**src/wkz_pkg.sv**
```systemverilog
// package for the weigh key, zero, tare and peak controller
package wkz_pkg;
	// clock and time figures
	localparam int unsigned CLK_HZ = 250_000_000;
	localparam int unsigned HOLD_MS = 3000;
	localparam int unsigned ZCAL_MS = 5000;
	localparam int unsigned STAB_MS = 3000;
	localparam int unsigned LONG_MS = 1000;
	localparam int unsigned HOLD_CYC = (CLK_HZ / 1000) * HOLD_MS;
	localparam int unsigned ZCAL_CYC = (CLK_HZ / 1000) * ZCAL_MS;
	localparam int unsigned STAB_CYC = (CLK_HZ / 1000) * STAB_MS;
	localparam int unsigned LONG_CYC = (CLK_HZ / 1000) * LONG_MS;
	// overload margin in divisions
	localparam logic [31:0] OVL_DIV = 32'h0000_0009;
	// wishbone register byte offsets
	localparam logic [7:0] ADR_CTRL = 8'h00;
	localparam logic [7:0] ADR_STAT = 8'h04;
	localparam logic [7:0] ADR_CAP = 8'h08;
	localparam logic [7:0] ADR_ZBAND = 8'h0C;
	localparam logic [7:0] ADR_TARE = 8'h10;
	localparam logic [7:0] ADR_ZERO = 8'h14;
	localparam logic [7:0] ADR_PEAK = 8'h18;
	localparam logic [7:0] ADR_NET = 8'h1C;
	localparam logic [7:0] ADR_EVT = 8'h20;
	// ctrl fields
	localparam int CTL_ZCAL_EN = 0;
	localparam int CTL_STAB_LO = 1;
	localparam int CTL_STAB_W = 3;
	// status fields
	localparam int ST_NET = 0;
	localparam int ST_PEAK = 1;
	localparam int ST_OVL = 2;
	localparam int ST_STABLE = 3;
	localparam int ST_MODE_LO = 4;
	// event fields
	localparam int EV_SEND = 0;
	localparam int EV_ZCAL = 1;
	localparam int EV_FACT = 2;
	localparam int EV_TARE = 3;
	localparam int EV_ZERO = 4;
	localparam int EV_REFUSE = 5;
	// reset values
	localparam logic [31:0] CAP_RST = 32'h0000_2710;
	localparam logic [31:0] ZBAND_RST = 32'h0000_000A;
	localparam logic [31:0] CTRL_RST = 32'h0000_0000;
	// key bit positions
	localparam int K_SET = 0;
	localparam int K_FUN = 1;
	localparam int K_ZERO = 2;
	localparam int K_PRG = 3;
	// operating modes
	typedef enum logic [2:0] {
		WKZ_WEIGHT, WKZ_SETPT, WKZ_QUICK, WKZ_SETUP, WKZ_LOCK,
		WKZ_NUMERIC, WKZ_LIST, WKZ_MEMERR
	} wkz_mode_t;
	// key action codes sent to the menu engine
	typedef enum logic [2:0] {
		WKZ_ACT_NONE, WKZ_ACT_NEXT, WKZ_ACT_PREV, WKZ_ACT_EXIT,
		WKZ_ACT_ENTER, WKZ_ACT_INC, WKZ_ACT_DEC, WKZ_ACT_DIGIT
	} wkz_act_t;
endpackage
```
**src/wkz_panel.sv**
```systemverilog
// front panel key decoder with zero, tare and peak handling
`timescale 1ns/1ps
module wkz_panel (
	// clock and reset
	input wire logic clk_i,
	input wire logic rst_i,
	// keys from panel pins, active high
	input wire logic [3:0] key_i,
	// weighing front end
	input wire logic signed [31:0] raw_i,
	input wire logic sample_i,
	input wire logic stable_i,
	input wire logic cell_err_i,
	input wire logic bus_disc_i,
	input wire logic [3:0] opt_fail_i,
	input wire logic mem_err_i,
	// menu engine status
	input wire logic [1:0] edit_kind_i,
	// wishbone slave
	input wire logic [7:0] wb_adr_i,
	input wire logic [31:0] wb_dat_i,
	input wire logic [3:0] wb_sel_i,
	input wire logic wb_we_i,
	input wire logic wb_cyc_i,
	input wire logic wb_stb_i,
	output logic [31:0] wb_dat_o,
	output logic wb_ack_o,
	// display and menu outputs
	output logic net_led_o,
	output logic peak_view_o,
	output logic overload_o,
	output logic [6:0] err_o,
	output logic [2:0] mode_o,
	output logic [2:0] act_o,
	output logic act_stb_o,
	output logic send_o,
	output logic zcal_o,
	output logic factory_o,
	// nonvolatile store write
	output logic nv_we_o,
	output logic [31:0] nv_tare_o,
	output logic [31:0] nv_zero_o
);
	logic [3:0] k1_ff, k2_ff, kp_ff;
	logic [31:0] hold_ff;
	logic used_ff;
	logic [31:0] ctrl_ff, cap_ff, zband_ff, evt_ff;
	logic signed [31:0] tare_ff, zero_ff, peak_ff;
	logic [31:0] zacc_ff;
	logic net_ff, pk_ff;
	wkz_pkg::wkz_mode_t mode_ff;
	logic pend_ff, pend_tare_ff;
	logic [31:0] stab_ff;
	logic signed [31:0] gross, net;
	logic [3:0] rel;
	logic chord, hold_hit, zhit, lng_fun, lng_prg;
	logic short_evt, tare_req, zero_req, do_op, ok_tare, ok_zero;
	logic [2:0] act;
	logic [31:0] ev_set;
	logic [31:0] mag;
	logic commit;

	// absolute value, used for band checks
	function automatic logic [31:0] absv(input logic signed [31:0] v);
		absv = v[31] ? 32'(-v) : 32'(v);
	endfunction

	// three flops per key: two since they come from pins, one more for the release edge
	always_ff @(posedge clk_i) begin
		if (rst_i) begin
			k1_ff <= 4'h0;
			k2_ff <= 4'h0;
			kp_ff <= 4'h0;
		end else begin
			k1_ff <= key_i;
			k2_ff <= k1_ff;
			kp_ff <= k2_ff;
		end
	end

	assign rel = kp_ff & ~k2_ff;
	assign gross = raw_i - zero_ff;
	assign net = gross - tare_ff;
	assign chord = k2_ff[wkz_pkg::K_PRG] &
		(k2_ff[wkz_pkg::K_SET] | k2_ff[wkz_pkg::K_ZERO]);
	assign hold_hit = (hold_ff == wkz_pkg::HOLD_CYC - 1);
	assign zhit = (hold_ff == wkz_pkg::ZCAL_CYC - 1);
	assign lng_fun = k2_ff[wkz_pkg::K_FUN] & hold_hit;
	assign lng_prg = k2_ff[wkz_pkg::K_PRG] &
		(hold_ff == wkz_pkg::LONG_CYC - 1);

	// hold timer runs while any key is down; reaching a long-hold threshold marks the press
	always_ff @(posedge clk_i) begin
		if (rst_i) begin
			hold_ff <= 32'h0000_0000;
			used_ff <= 1'b0;
		end else if (k2_ff == 4'h0) begin
			hold_ff <= 32'h0000_0000;
			used_ff <= 1'b0;
		end else begin
			hold_ff <= hold_ff + 32'h0000_0001;
			if (hold_hit | zhit | lng_prg)
				used_ff <= 1'b1;
		end
	end

	// short press: a key released before any long-hold threshold was reached
	assign short_evt = (rel != 4'h0) & ~used_ff & (k2_ff == 4'h0);
	assign tare_req = (mode_ff == wkz_pkg::WKZ_WEIGHT) & short_evt &
		rel[wkz_pkg::K_ZERO] & net_ff & ~pk_ff;
	assign zero_req = (mode_ff == wkz_pkg::WKZ_WEIGHT) & short_evt &
		rel[wkz_pkg::K_ZERO] & ~net_ff & ~pk_ff;
	assign ok_tare = (gross > 0) && (gross <= $signed(cap_ff));
	assign mag = absv(gross);
	// band check and accumulated total, both within the zero band
	assign ok_zero = (mag <= zband_ff) &&
		(zacc_ff + mag <= zband_ff);

	// menu action decode per mode
	always_comb begin
		act = wkz_pkg::WKZ_ACT_NONE;
		if (short_evt) begin
			case (mode_ff)
			wkz_pkg::WKZ_NUMERIC: begin
				if (rel[wkz_pkg::K_SET]) act = wkz_pkg::WKZ_ACT_INC;
				else if (rel[wkz_pkg::K_FUN]) act = wkz_pkg::WKZ_ACT_DEC;
				else if (rel[wkz_pkg::K_ZERO]) act = wkz_pkg::WKZ_ACT_DIGIT;
				else if (rel[wkz_pkg::K_PRG]) act = wkz_pkg::WKZ_ACT_ENTER;
			end
			wkz_pkg::WKZ_LIST: begin
				if (rel[wkz_pkg::K_SET]) act = wkz_pkg::WKZ_ACT_NEXT;
				else if (rel[wkz_pkg::K_FUN]) act = wkz_pkg::WKZ_ACT_PREV;
				else if (rel[wkz_pkg::K_PRG]) act = wkz_pkg::WKZ_ACT_ENTER;
			end
			wkz_pkg::WKZ_SETPT, wkz_pkg::WKZ_QUICK, wkz_pkg::WKZ_SETUP,
			wkz_pkg::WKZ_LOCK: begin
				if (rel[wkz_pkg::K_SET]) act = wkz_pkg::WKZ_ACT_NEXT;
				else if (rel[wkz_pkg::K_FUN]) act = wkz_pkg::WKZ_ACT_PREV;
				else if (rel[wkz_pkg::K_ZERO]) act = wkz_pkg::WKZ_ACT_EXIT;
				else if (rel[wkz_pkg::K_PRG]) act = wkz_pkg::WKZ_ACT_ENTER;
			end
			default: act = wkz_pkg::WKZ_ACT_NONE;
			endcase
		end
	end

	// operating mode; the menu engine reports numeric or list editing
	always_ff @(posedge clk_i) begin
		if (rst_i) begin
			mode_ff <= wkz_pkg::WKZ_WEIGHT;
		end else if (mem_err_i && mode_ff == wkz_pkg::WKZ_WEIGHT) begin
			mode_ff <= wkz_pkg::WKZ_MEMERR;
		end else begin
			case (mode_ff)
			wkz_pkg::WKZ_WEIGHT: begin
				if (k2_ff[wkz_pkg::K_PRG] & k2_ff[wkz_pkg::K_SET] & hold_hit)
					mode_ff <= wkz_pkg::WKZ_SETUP;
				else if (k2_ff[wkz_pkg::K_PRG] & k2_ff[wkz_pkg::K_ZERO] &
					hold_hit)
					mode_ff <= wkz_pkg::WKZ_LOCK;
				else if (lng_prg & ~chord)
					mode_ff <= wkz_pkg::WKZ_QUICK;
				else if (short_evt & rel[wkz_pkg::K_SET])
					mode_ff <= wkz_pkg::WKZ_SETPT;
			end
			wkz_pkg::WKZ_MEMERR: begin
				if (short_evt & rel[wkz_pkg::K_PRG])
					mode_ff <= wkz_pkg::WKZ_WEIGHT;
			end
			wkz_pkg::WKZ_NUMERIC, wkz_pkg::WKZ_LIST: begin
				// follow the engine straight between numeric and list entry,
				// otherwise list keys would still be decoded as digit edits
				if (edit_kind_i == 2'b00)
					mode_ff <= wkz_pkg::WKZ_SETUP;
				else if (edit_kind_i == 2'b01)
					mode_ff <= wkz_pkg::WKZ_NUMERIC;
				else if (edit_kind_i == 2'b10)
					mode_ff <= wkz_pkg::WKZ_LIST;
				else
					mode_ff <= wkz_pkg::WKZ_WEIGHT; // engine left the menu
			end
			default: begin
				if (edit_kind_i == 2'b01)
					mode_ff <= wkz_pkg::WKZ_NUMERIC;
				else if (edit_kind_i == 2'b10)
					mode_ff <= wkz_pkg::WKZ_LIST;
				else if (edit_kind_i == 2'b11)
					mode_ff <= wkz_pkg::WKZ_WEIGHT; // engine left the menu
			end
			endcase
		end
	end

	// gross/net and weight/peak views
	always_ff @(posedge clk_i) begin
		if (rst_i) begin
			net_ff <= 1'b0;
			pk_ff <= 1'b0;
		end else if (mode_ff == wkz_pkg::WKZ_WEIGHT) begin
			if (lng_fun & ~chord)
				pk_ff <= ~pk_ff;
			else if (short_evt & rel[wkz_pkg::K_FUN])
				net_ff <= ~net_ff;
		end
	end

	// stability wait; a pending command dies after the window
	assign do_op = pend_ff & stable_i;
	always_ff @(posedge clk_i) begin
		if (rst_i) begin
			pend_ff <= 1'b0;
			pend_tare_ff <= 1'b0;
			stab_ff <= 32'h0000_0000;
		end else if (tare_req | zero_req) begin
			// level zero acts at once by marking stable below
			pend_ff <= 1'b1;
			pend_tare_ff <= tare_req;
			stab_ff <= 32'h0000_0000;
		end else if (pend_ff) begin
			if (do_op | (ctrl_ff[wkz_pkg::CTL_STAB_LO +: wkz_pkg::CTL_STAB_W]
				== 3'h0) | (stab_ff == wkz_pkg::STAB_CYC - 1))
				pend_ff <= 1'b0;
			stab_ff <= stab_ff + 32'h0000_0001;
		end
	end

	// a pending command commits once stable, or at once with the check off
	assign commit = pend_ff & (stable_i |
		(ctrl_ff[wkz_pkg::CTL_STAB_LO +: wkz_pkg::CTL_STAB_W] == 3'h0));

	// tare, zero, accumulator, peak; committed values go to the store
	always_ff @(posedge clk_i) begin
		if (rst_i) begin
			tare_ff <= 32'sh0000_0000;
			zero_ff <= 32'sh0000_0000;
			zacc_ff <= 32'h0000_0000;
			peak_ff <= 32'sh8000_0000;
			nv_we_o <= 1'b0;
		end else begin
			nv_we_o <= 1'b0;
			if (commit & pend_tare_ff & ok_tare) begin
				tare_ff <= gross;
				nv_we_o <= 1'b1;
			end else if (commit & ~pend_tare_ff & ok_zero) begin
				zero_ff <= raw_i;
				zacc_ff <= zacc_ff + mag;
				nv_we_o <= 1'b1;
			end
			if (mode_ff == wkz_pkg::WKZ_MEMERR && short_evt &&
				rel[wkz_pkg::K_PRG]) begin
				tare_ff <= 32'sh0000_0000;
				zero_ff <= 32'sh0000_0000;
				zacc_ff <= 32'h0000_0000;
			end else if (pk_ff && mode_ff == wkz_pkg::WKZ_WEIGHT &&
				short_evt && rel[wkz_pkg::K_ZERO]) begin
				// in peak view the zero key clears the peak, not the zero
				peak_ff <= gross; // clearing the peak shown
			end else if (sample_i && gross > peak_ff) begin
				peak_ff <= gross;
			end
		end
	end

	// event pulses and sticky event word for software
	always_comb begin
		ev_set = 32'h0000_0000;
		ev_set[wkz_pkg::EV_SEND] = (mode_ff == wkz_pkg::WKZ_WEIGHT) &
			short_evt & rel[wkz_pkg::K_PRG];
		ev_set[wkz_pkg::EV_ZCAL] = (mode_ff == wkz_pkg::WKZ_WEIGHT) &
			k2_ff[wkz_pkg::K_ZERO] & ~chord & zhit &
			ctrl_ff[wkz_pkg::CTL_ZCAL_EN];
		ev_set[wkz_pkg::EV_FACT] = (mode_ff == wkz_pkg::WKZ_MEMERR) &
			short_evt & rel[wkz_pkg::K_PRG];
		ev_set[wkz_pkg::EV_TARE] = tare_req;
		ev_set[wkz_pkg::EV_ZERO] = zero_req;
		ev_set[wkz_pkg::EV_REFUSE] = (tare_req & ~ok_tare) |
			(zero_req & ~ok_zero);
	end

	// registered outputs
	always_ff @(posedge clk_i) begin
		if (rst_i) begin
			act_o <= 3'h0;
			act_stb_o <= 1'b0;
			send_o <= 1'b0;
			zcal_o <= 1'b0;
			factory_o <= 1'b0;
			net_led_o <= 1'b0;
			peak_view_o <= 1'b0;
			overload_o <= 1'b0;
			err_o <= 7'h00;
			mode_o <= 3'h0;
			nv_tare_o <= 32'h0000_0000;
			nv_zero_o <= 32'h0000_0000;
		end else begin
			act_o <= act;
			act_stb_o <= (act != wkz_pkg::WKZ_ACT_NONE);
			send_o <= ev_set[wkz_pkg::EV_SEND];
			zcal_o <= ev_set[wkz_pkg::EV_ZCAL];
			factory_o <= ev_set[wkz_pkg::EV_FACT];
			net_led_o <= net_ff;
			peak_view_o <= pk_ff;
			overload_o <= (gross > $signed(cap_ff + wkz_pkg::OVL_DIV));
			err_o <= {mem_err_i, opt_fail_i, bus_disc_i, cell_err_i};
			mode_o <= mode_ff;
			nv_tare_o <= tare_ff;
			nv_zero_o <= zero_ff;
		end
	end

	// wishbone slave: one wait state, write one to clear events
	always_ff @(posedge clk_i) begin
		if (rst_i) begin
			wb_ack_o <= 1'b0;
			wb_dat_o <= 32'h0000_0000;
			ctrl_ff <= wkz_pkg::CTRL_RST;
			cap_ff <= wkz_pkg::CAP_RST;
			zband_ff <= wkz_pkg::ZBAND_RST;
			evt_ff <= 32'h0000_0000;
		end else begin
			wb_ack_o <= wb_cyc_i & wb_stb_i & ~wb_ack_o;
			// set wins over a clear in the same cycle
			if (wb_cyc_i & wb_stb_i & ~wb_ack_o & wb_we_i &
				wb_adr_i == wkz_pkg::ADR_EVT & wb_sel_i[0])
				evt_ff <= (evt_ff & ~wb_dat_i) | ev_set;
			else
				evt_ff <= evt_ff | ev_set;
			if (wb_cyc_i & wb_stb_i & ~wb_ack_o & wb_we_i & (&wb_sel_i)) begin
				case (wb_adr_i)
				wkz_pkg::ADR_CTRL: ctrl_ff <= wb_dat_i;
				wkz_pkg::ADR_CAP: cap_ff <= wb_dat_i;
				wkz_pkg::ADR_ZBAND: zband_ff <= wb_dat_i;
				default: ;
				endcase
			end
			case (wb_adr_i)
			wkz_pkg::ADR_CTRL: wb_dat_o <= ctrl_ff;
			wkz_pkg::ADR_STAT: wb_dat_o <= {25'h0, mode_ff, stable_i,
				overload_o, pk_ff, net_ff};
			wkz_pkg::ADR_CAP: wb_dat_o <= cap_ff;
			wkz_pkg::ADR_ZBAND: wb_dat_o <= zband_ff;
			wkz_pkg::ADR_TARE: wb_dat_o <= tare_ff;
			wkz_pkg::ADR_ZERO: wb_dat_o <= zero_ff;
			wkz_pkg::ADR_PEAK: wb_dat_o <= peak_ff;
			wkz_pkg::ADR_NET: wb_dat_o <= net_ff ? net : gross;
			wkz_pkg::ADR_EVT: wb_dat_o <= evt_ff;
			default: wb_dat_o <= 32'h0000_0000;
			endcase
		end
	end
endmodule

```
**config.mk**
```make
export PLATFORM = sky130hd
export DESIGN_NAME = wkz_panel
export DESIGN_NICKNAME = d
export VERILOG_FILES = /design/src/wkz_pkg.sv /design/src/wkz_panel.sv
export SDC_FILE = /design/constraint.sdc
export NUM_CORES = 1
export LEC_CHECK = 0
export ABC_AREA = 1
export BUFFER_PORTS_ARGS = -buffer_cell sky130_fd_sc_hd__buf_2
export CAP_MARGIN = 0
export CORE_MARGIN = 2
export CORE_UTILIZATION = 53
export CTS_CLUSTER_SIZE = 28
export DETAILED_ROUTE_END_ITERATION = 16
export GPL_ROUTABILITY_DRIVEN = 0
export HOLD_SLACK_MARGIN = 0.08
export PLACE_DENSITY = 0.71
export SYNTH_ARGS = -nofsm -noshare
export SYNTH_HDL_FRONTEND = slang
export SYNTH_SLANG_ARGS = --single-unit
```
**constraint.sdc**
```tcl
create_clock -name clk_i -period 7.6 [get_ports clk_i]
set_input_delay 1.52 -clock clk_i [delete_from_list [all_inputs] [get_ports clk_i]]
set_output_delay 1.52 -clock clk_i [all_outputs]
set_load 0.02 [all_outputs]
```
Word-level counts from Yosys, hierarchy flattened
Cells that the tools add are included.
{ "classes": {"add_sub_neg": 7, "multipliers": 0, "div": 0, "magnitude_cmp": 6, "eq_ne": 24, "n_shift": 0, "mux": 35, "bitwise_logic": 66, "reduce_logical": 32} }
{ "ops": {"columns": ["op", "n"], "rows": [
  ["32-bit one-hot mux with 9 select lines", 1],
  ["32-bit 2-to-1 mux", 5],
  ["32-bit <= comparator", 3],
  ["3-bit 2-to-1 mux", 22],
  ["32-bit by 1-bit adder with 32-bit output, second input constant", 2],
  ["32-bit by 30-bit == test with 1-bit output, second input constant", 2],
  ["32-bit > comparator", 2],
  ["32-bit by 6-bit bitwise OR with 32-bit output", 2],
  ["32-bit subtractor", 2],
  ["1-bit AND", 41],
  ["32-bit adder", 1],
  ["32-bit by 4-bit adder with 32-bit output, second input constant", 1],
  ["32-bit AND", 1],
  ["32-bit by 28-bit == test with 1-bit output, second input constant", 1],
  ["32-bit by 31-bit == test with 1-bit output, second input constant", 1],
  ["8-bit by 5-bit == test with 1-bit output, second input constant", 4],
  ["32-bit by 1-bit > comparator with 1-bit output, second input constant", 1],
  ["32-bit negator", 1],
  ["32-bit inverter", 1],
  ["3-bit one-hot mux with 3 select lines", 2],
  ["8-bit by 4-bit == test with 1-bit output, second input constant", 2],
  ["3-bit == test, second input constant", 4],
  ["2-bit AND reduction", 6],
  ["1-bit inverter", 11],
  ["25 further kinds", 51]
]} }
{ "totals": {"regBits": 458, "latch_bits": 0, "mem_bits_rw": 0, "mem_bits_ro": 0, "input_bits": 96, "elab_cells": 204, "n_memories": 0} }

Longest topological paths before layout
{ "depth": {"depth_word": 13, "mapped_depth": 47, "mapped_depth_nobuf": 46} }

Worst setup path before layout
OpenSTA, ideal clock, no wires.
{ "synth_timing": {"path_kind": "input -> register", "start": "input port raw_i[0]", "end": "register zacc_ff[13]", "arrival_ps": 6867, "t_required_ps": 7530, "setup_slack_ps": 662, "stages": 41, "cell_sequence": "inv_1 -> ha_1 -> fa_1 -> ha_1 -> inv_1 -> nor2_1 -> nand3_1 -> nor2_1 -> nand2_1 -> nor2_2 -> nand2_1 -> nor2_4 -> nand4_2 -> nor2_4 -> nand2_1 -> nand2_2 -> xor2_1 -> ha_1 -> [5 not listed] -> nand2_1 -> nand2_1 -> inv_1 -> nand2_1 -> nand2_1 -> inv_1 -> ha_1 -> nand4_1 -> nor3_1 -> and3_1 -> nand2_1 -> nand2_1 -> nand2_1 -> nand3_1 -> clkbuf_1 -> clkbuf_1 -> nand2_1 -> a21oi_1"} }
{ "synth_via": {"elab_chain_len": 8} }
{ "synth_rtl": {"columns": ["item", "line", "text"], "rows": [
  ["start, declared", "wkz_panel.sv:10", "input wire logic signed [31:0] raw_i,"],
  ["32-bit subtractor *", "wkz_panel.sv:82", "assign gross = raw_i - zero_ff;"],
  ["32-bit negator", "wkz_panel.sv:65", "absv = v[31] ? 32'(-v) : 32'(v);"],
  ["32-bit 2-to-1 mux", "wkz_panel.sv:65", null],
  ["32-bit adder", "wkz_panel.sv:117, wkz_panel.sv:246", null],
  ["32-bit <= comparator", "wkz_panel.sv:117", "(zacc_ff + mag <= zband_ff);"],
  ["1-bit logical AND", "wkz_panel.sv:116", "assign ok_zero = (mag <= zband_ff) &&"],
  ["1-bit AND", "wkz_panel.sv:244", "end else if (commit & ~pend_tare_ff & ok_zero) begin"],
  ["2-bit AND reduction (no line)", null, null],
  ["end signal, assigned", "wkz_panel.sv:246", "zacc_ff <= zacc_ff + mag;"],
  ["end, declared", "wkz_panel.sv:49", "logic [31:0] zacc_ff;"]
]} }
Every way passes the cells marked *; elsewhere a longest branch is shown, timed or not.
A chain may end at the register's enable or synchronous reset.

Worst setup path in the final report
{ "layout_timing": {"start": "input port raw_i[0]", "end": "register zacc_ff[19]"} }
{ "layout_via": {"elab_chain_len": 8} }
{ "layout_rtl": {"columns": ["item", "line", "text"], "rows": [
  ["32-bit subtractor *", "wkz_panel.sv:82", null],
  ["named net gross[20]", "wkz_panel.sv:54", "logic signed [31:0] gross, net;"],
  ["32-bit negator", "wkz_panel.sv:65", null],
  ["32-bit 2-to-1 mux", "wkz_panel.sv:65", null],
  ["32-bit adder", "wkz_panel.sv:117", null],
  ["32-bit <= comparator", "wkz_panel.sv:117", null],
  ["1-bit logical AND", "wkz_panel.sv:116", null],
  ["1-bit AND", "wkz_panel.sv:244", null],
  ["2-bit AND reduction (no line) *", null, null]
]} }
The timed path passes the listed nets; every way through them passes the cells marked *.

==> impl_metrics.py <==
metrics = {
    "logic_synthesis": {
        "synth_compound_area_frac": 0.163,
        "synth-xor-area-share": 0.0355,
        "syn_inst": 4376,
        "yosys.area_share.adder": 0.113,
        "synth_top_family_by_area": "simple AND/OR/NAND/NOR gates",
        "synth_cell_type_count": 61,
        "synth_edf_count": 0,
        "ys.flop_type": "dfxtp_1",
        "syn_nets": 4736,
        "synthMuxAreaShare": 0,
        "avgSynthCellArea_um2": 6.74,
        "syn_area_um2": 29500,
        "synth_seq_cells": 458,
        "synthArstFlopShare": 0,
        "synthSimpleGateAreaFrac": 0.277,
        "yosysWarnings": 0,
        "yosysSeqAreaShare": 0.311,
    },
    "pwr": {
        "seq_power_share": 0.371,
        "clkPwrFrac": 0.411,
        "p_total_mw": 6.71,
        "ir_worst_vdd_uv": 170,
        "combPwrFrac": 0.219,
        "power.leakage_nw": 15.3,
        "power_density_nw_per_um2": 199,
        "sw_frac_of_total": 0.316,
        "p_int_mw": 4.59,
        "net-switching-power_mw": 2.12,
    },
    "placement": {
        "placed_cell_area_um2": 31800,
        "port_buffers": 213,
        "dp_hpwl_um": 77400,
        "post-place-ws_ns": -0.244,
    },
    "worst_setup_path": {
        "cp_max_fo": 39,
        "r2r-start": "zero_ff[9]$_SDFFE_PP0P_",
        "crit_buf_inv": 7,
        "reg2reg_depth": 32,
        "rrSetupSlack_ns": 0.83,
        "setup.worst_path.start": "raw_i[0]",
        "critPathMostFrequentCell": "nand2_1",
        "critPathRequiredTime_ns": 8.13,
        "worstSetupEndpointType": "flip-flop",
        "worstPathArrival_ns": 7.69,
        "cp_slowest_stage_delay_ns": 0.56,
        "r2r_end": "zacc_ff[19]$_SDFFE_PP0P_",
        "slowest_stage": "o311ai_0",
        "critPathTopFamily": "simple AND/OR/NAND/NOR gates",
        "path_class": "primary input to flip-flop",
        "crit_path_start_kind": "primary input",
    },
    "sta": {
        "tns_ns": 0,
        "finalSetupViolCount": 0,
        "fmax_mhz": 140,
        "fin_crit_sh": 0.941,
        "maxSlewHeadroom": 0.129,
        "hold_violations": 0,
        "fin_worst_skew_ns": 0.0207,
        "min_period_ns": 7.16,
        "tightestPinTransition_ns": 1.27,
        "slew_violations": 0,
        "setup_slack_ns": 0.445,
        "rsz0062_at_grt": "no",
    },
    "min_path": {
        "whs_path_depth": 2,
        "hold_path_class": "flip-flop to flip-flop",
        "hold_end": "k2_ff[0]$_SDFF_PP0_",
        "holdCritStartpoint": "k1_ff[0]$_SDFF_PP0_",
    },
    "job": {
        "drv_cap": 0,
    },
    "floorplan": {
        "core_region_area_um2": 55100,
        "rows": 86,
        "pin_count": 214,
        "die_x_um": 240,
        "dieArea_um2": 57600,
        "die_y_um": 240,
        "start_util": 0.536,
    },
    "finish": {
        "final_common_cell": "nand2_1",
        "final_net_count": 4970,
        "drive_gt1_frac": 0.111,
        "area_growth_pct": 14.2,
        "final_area_um2": 33700,
        "layout_common_cells": "nand2_1, inv_1, dfxtp_1, nor2_1, a21oi_1",
    },
    "global_route": {
        "use_met3": 0.107,
        "grt_pass1_wl_um": 155000,
        "grt_pass1_vias": 28100,
        "grt_usage": 0.349,
        "globalRouteMet1Util": 0.467,
        "gr-usage-met2": 0.518,
        "grt_antenna_before_repair": 3,
        "grt-busiest-layer": "met2",
        "overflow": 0,
        "grt_max_degree": 102,
    },
    "clock_network": {
        "h-tree-depth": 2,
        "cts.path.max_buffers": 3,
        "cts.sinks": 458,
        "cts_made_buffers": 52,
        "post-cts-setup-buffer-count": 0,
        "clk_pin_slew_ns": 0.06,
        "root_buffer": "clkbuf_16",
        "cts_tree": "yes",
        "clk_latency_ns": 0.63,
    },
    "detailed_routing": {
        "routed_wl_um": 103000,
        "vias_per_cell": 5.65,
        "ant_nets": 0,
        "wire_per_inst_um": 19.0,
        "vias": 30500,
        "drt_pass1_iterations": 6,
        "remaining_drc_errors": 0,
        "drtIter0Drc": 3130,
    },
    "status": {
        "status": "complete, no violations",
    },
}
synthesized netlist by cell type (all sizes together), types with 28 or more instances:
library cell | n | area [µm²]
o21ai | 223 | 1120
ha | 261 | 3270
xnor2 | 28 | 260
xor2 | 89 | 787
inv | 621 | 2330
clkinv | 28 | 105
nand4 | 89 | 584
nand3 | 210 | 1100
nand2 | 1009 | 3860
o22ai | 36 | 225
nor2 | 454 | 1790
dfxtp | 458 | 9170
o211ai | 43 | 323
clkbuf | 110 | 413
nor3 | 89 | 450
a21oi | 411 | 2060
stage by stage:
step,util,instances,hold slack (ns)
2_1_floorplan,-,4376,0.388
4_1_cts,0.611,5401,0.407
5_1_grt,0.612,5402,0.439
6_report,0.612,5403,0.408
3_3_place_gp,0.577,5304,0.391
3_5_place_dp,0.577,5304,0.396
power groups by stage:
stage | Combinational (mW) | Clock (mW) | Sequential, mW
2_1_floorplan | 0.980 | 0 | 2.54
3_3_place_gp | 1.39 | 0 | 2.53
3_5_place_dp | 1.41 | 0 | 2.54
4_1_cts | 1.42 | 2.78 | 2.48
5_1_grt | 1.62 | 2.88 | 2.49
6_report | 1.47 | 2.75 | 2.48
per-layer routing:
metal | share of wire | vias to the layer above
met4 | 0.042 | 0
met3 | 0.13 | 246
li1 | - | 14900
met5 | 0 | -
met1 | 0.42 | 13800
met2 | 0.41 | 1585
kinds of logic (layout without fill, tap and decap cells):
group | after synthesis | in the layout
fa+ha+maj | 264 | 264
xor+xnor | 117 | 117
flops | 458 | 458
buf+inv | 783 | 1060
simple gates | 1906 | 1906
other cells | 0 | 2
compound gates | 848 | 848
cell type report:
type	instances	area [µm²]
diodes	2	5.00
clock buffers	68	1500
clock inverters	29	368
fillers	5392	21400
inverters	649	2440
multi-input cells	3135	17400
flip-flops and latches	458	9170
well taps	748	936
repair buffers	314	1880
worst reg2reg max path, delay by kind of cell (launching register included):
family	cells	cell delay [ns]
flip-flops	1	0.54
adder cells (fa/ha/maj)	3	1.08
XOR/XNOR	2	0.52
AO/OA/AOI/OAI	7	1.65
buffers and inverters	5	0.69
AND/OR/NAND/NOR	15	2.20
worst max-delay path by stage:
| stage | endpoint | depth (start not counted) | slack [ns] |
|---|---|---|---|
| floorplan | zacc_ff[13]$_SDFFE_PP0P_ | 41 | 0.66 |
| global placement | zacc_ff[30]$_SDFFE_PP0P_ | 39 | -0.05 |
| detailed placement | zacc_ff[30]$_SDFFE_PP0P_ | 39 | -0.24 |
| CTS | zacc_ff[28]$_SDFFE_PP0P_ | 39 | 0.38 |
| global route | zacc_ff[28]$_SDFFE_PP0P_ | 38 | 0.008 |
| finish | zacc_ff[19]$_SDFFE_PP0P_ | 35 | 0.44 |
state kept, by name, summed over array words and instances, names as in the netlist, 7 cells and up:
name,count
stab_ff,32
cap_ff,32
wb_dat_o,32
peak_ff,32
err_o,7
hold_ff,32
zero_ff,32
tare_ff,32
nv_zero_o,32
zband_ff,32
nv_tare_o,32
zacc_ff,32
ctrl_ff,32
evt_ff,32
repair_timing:
| action | CTS | global route |
|---|---|---|
| resized for setup | 0 | 11 |
| setup endpoints to repair | 0 | 66 |
| hold buffers | 0 | 0 |
(Power assumes the default switching activity.)
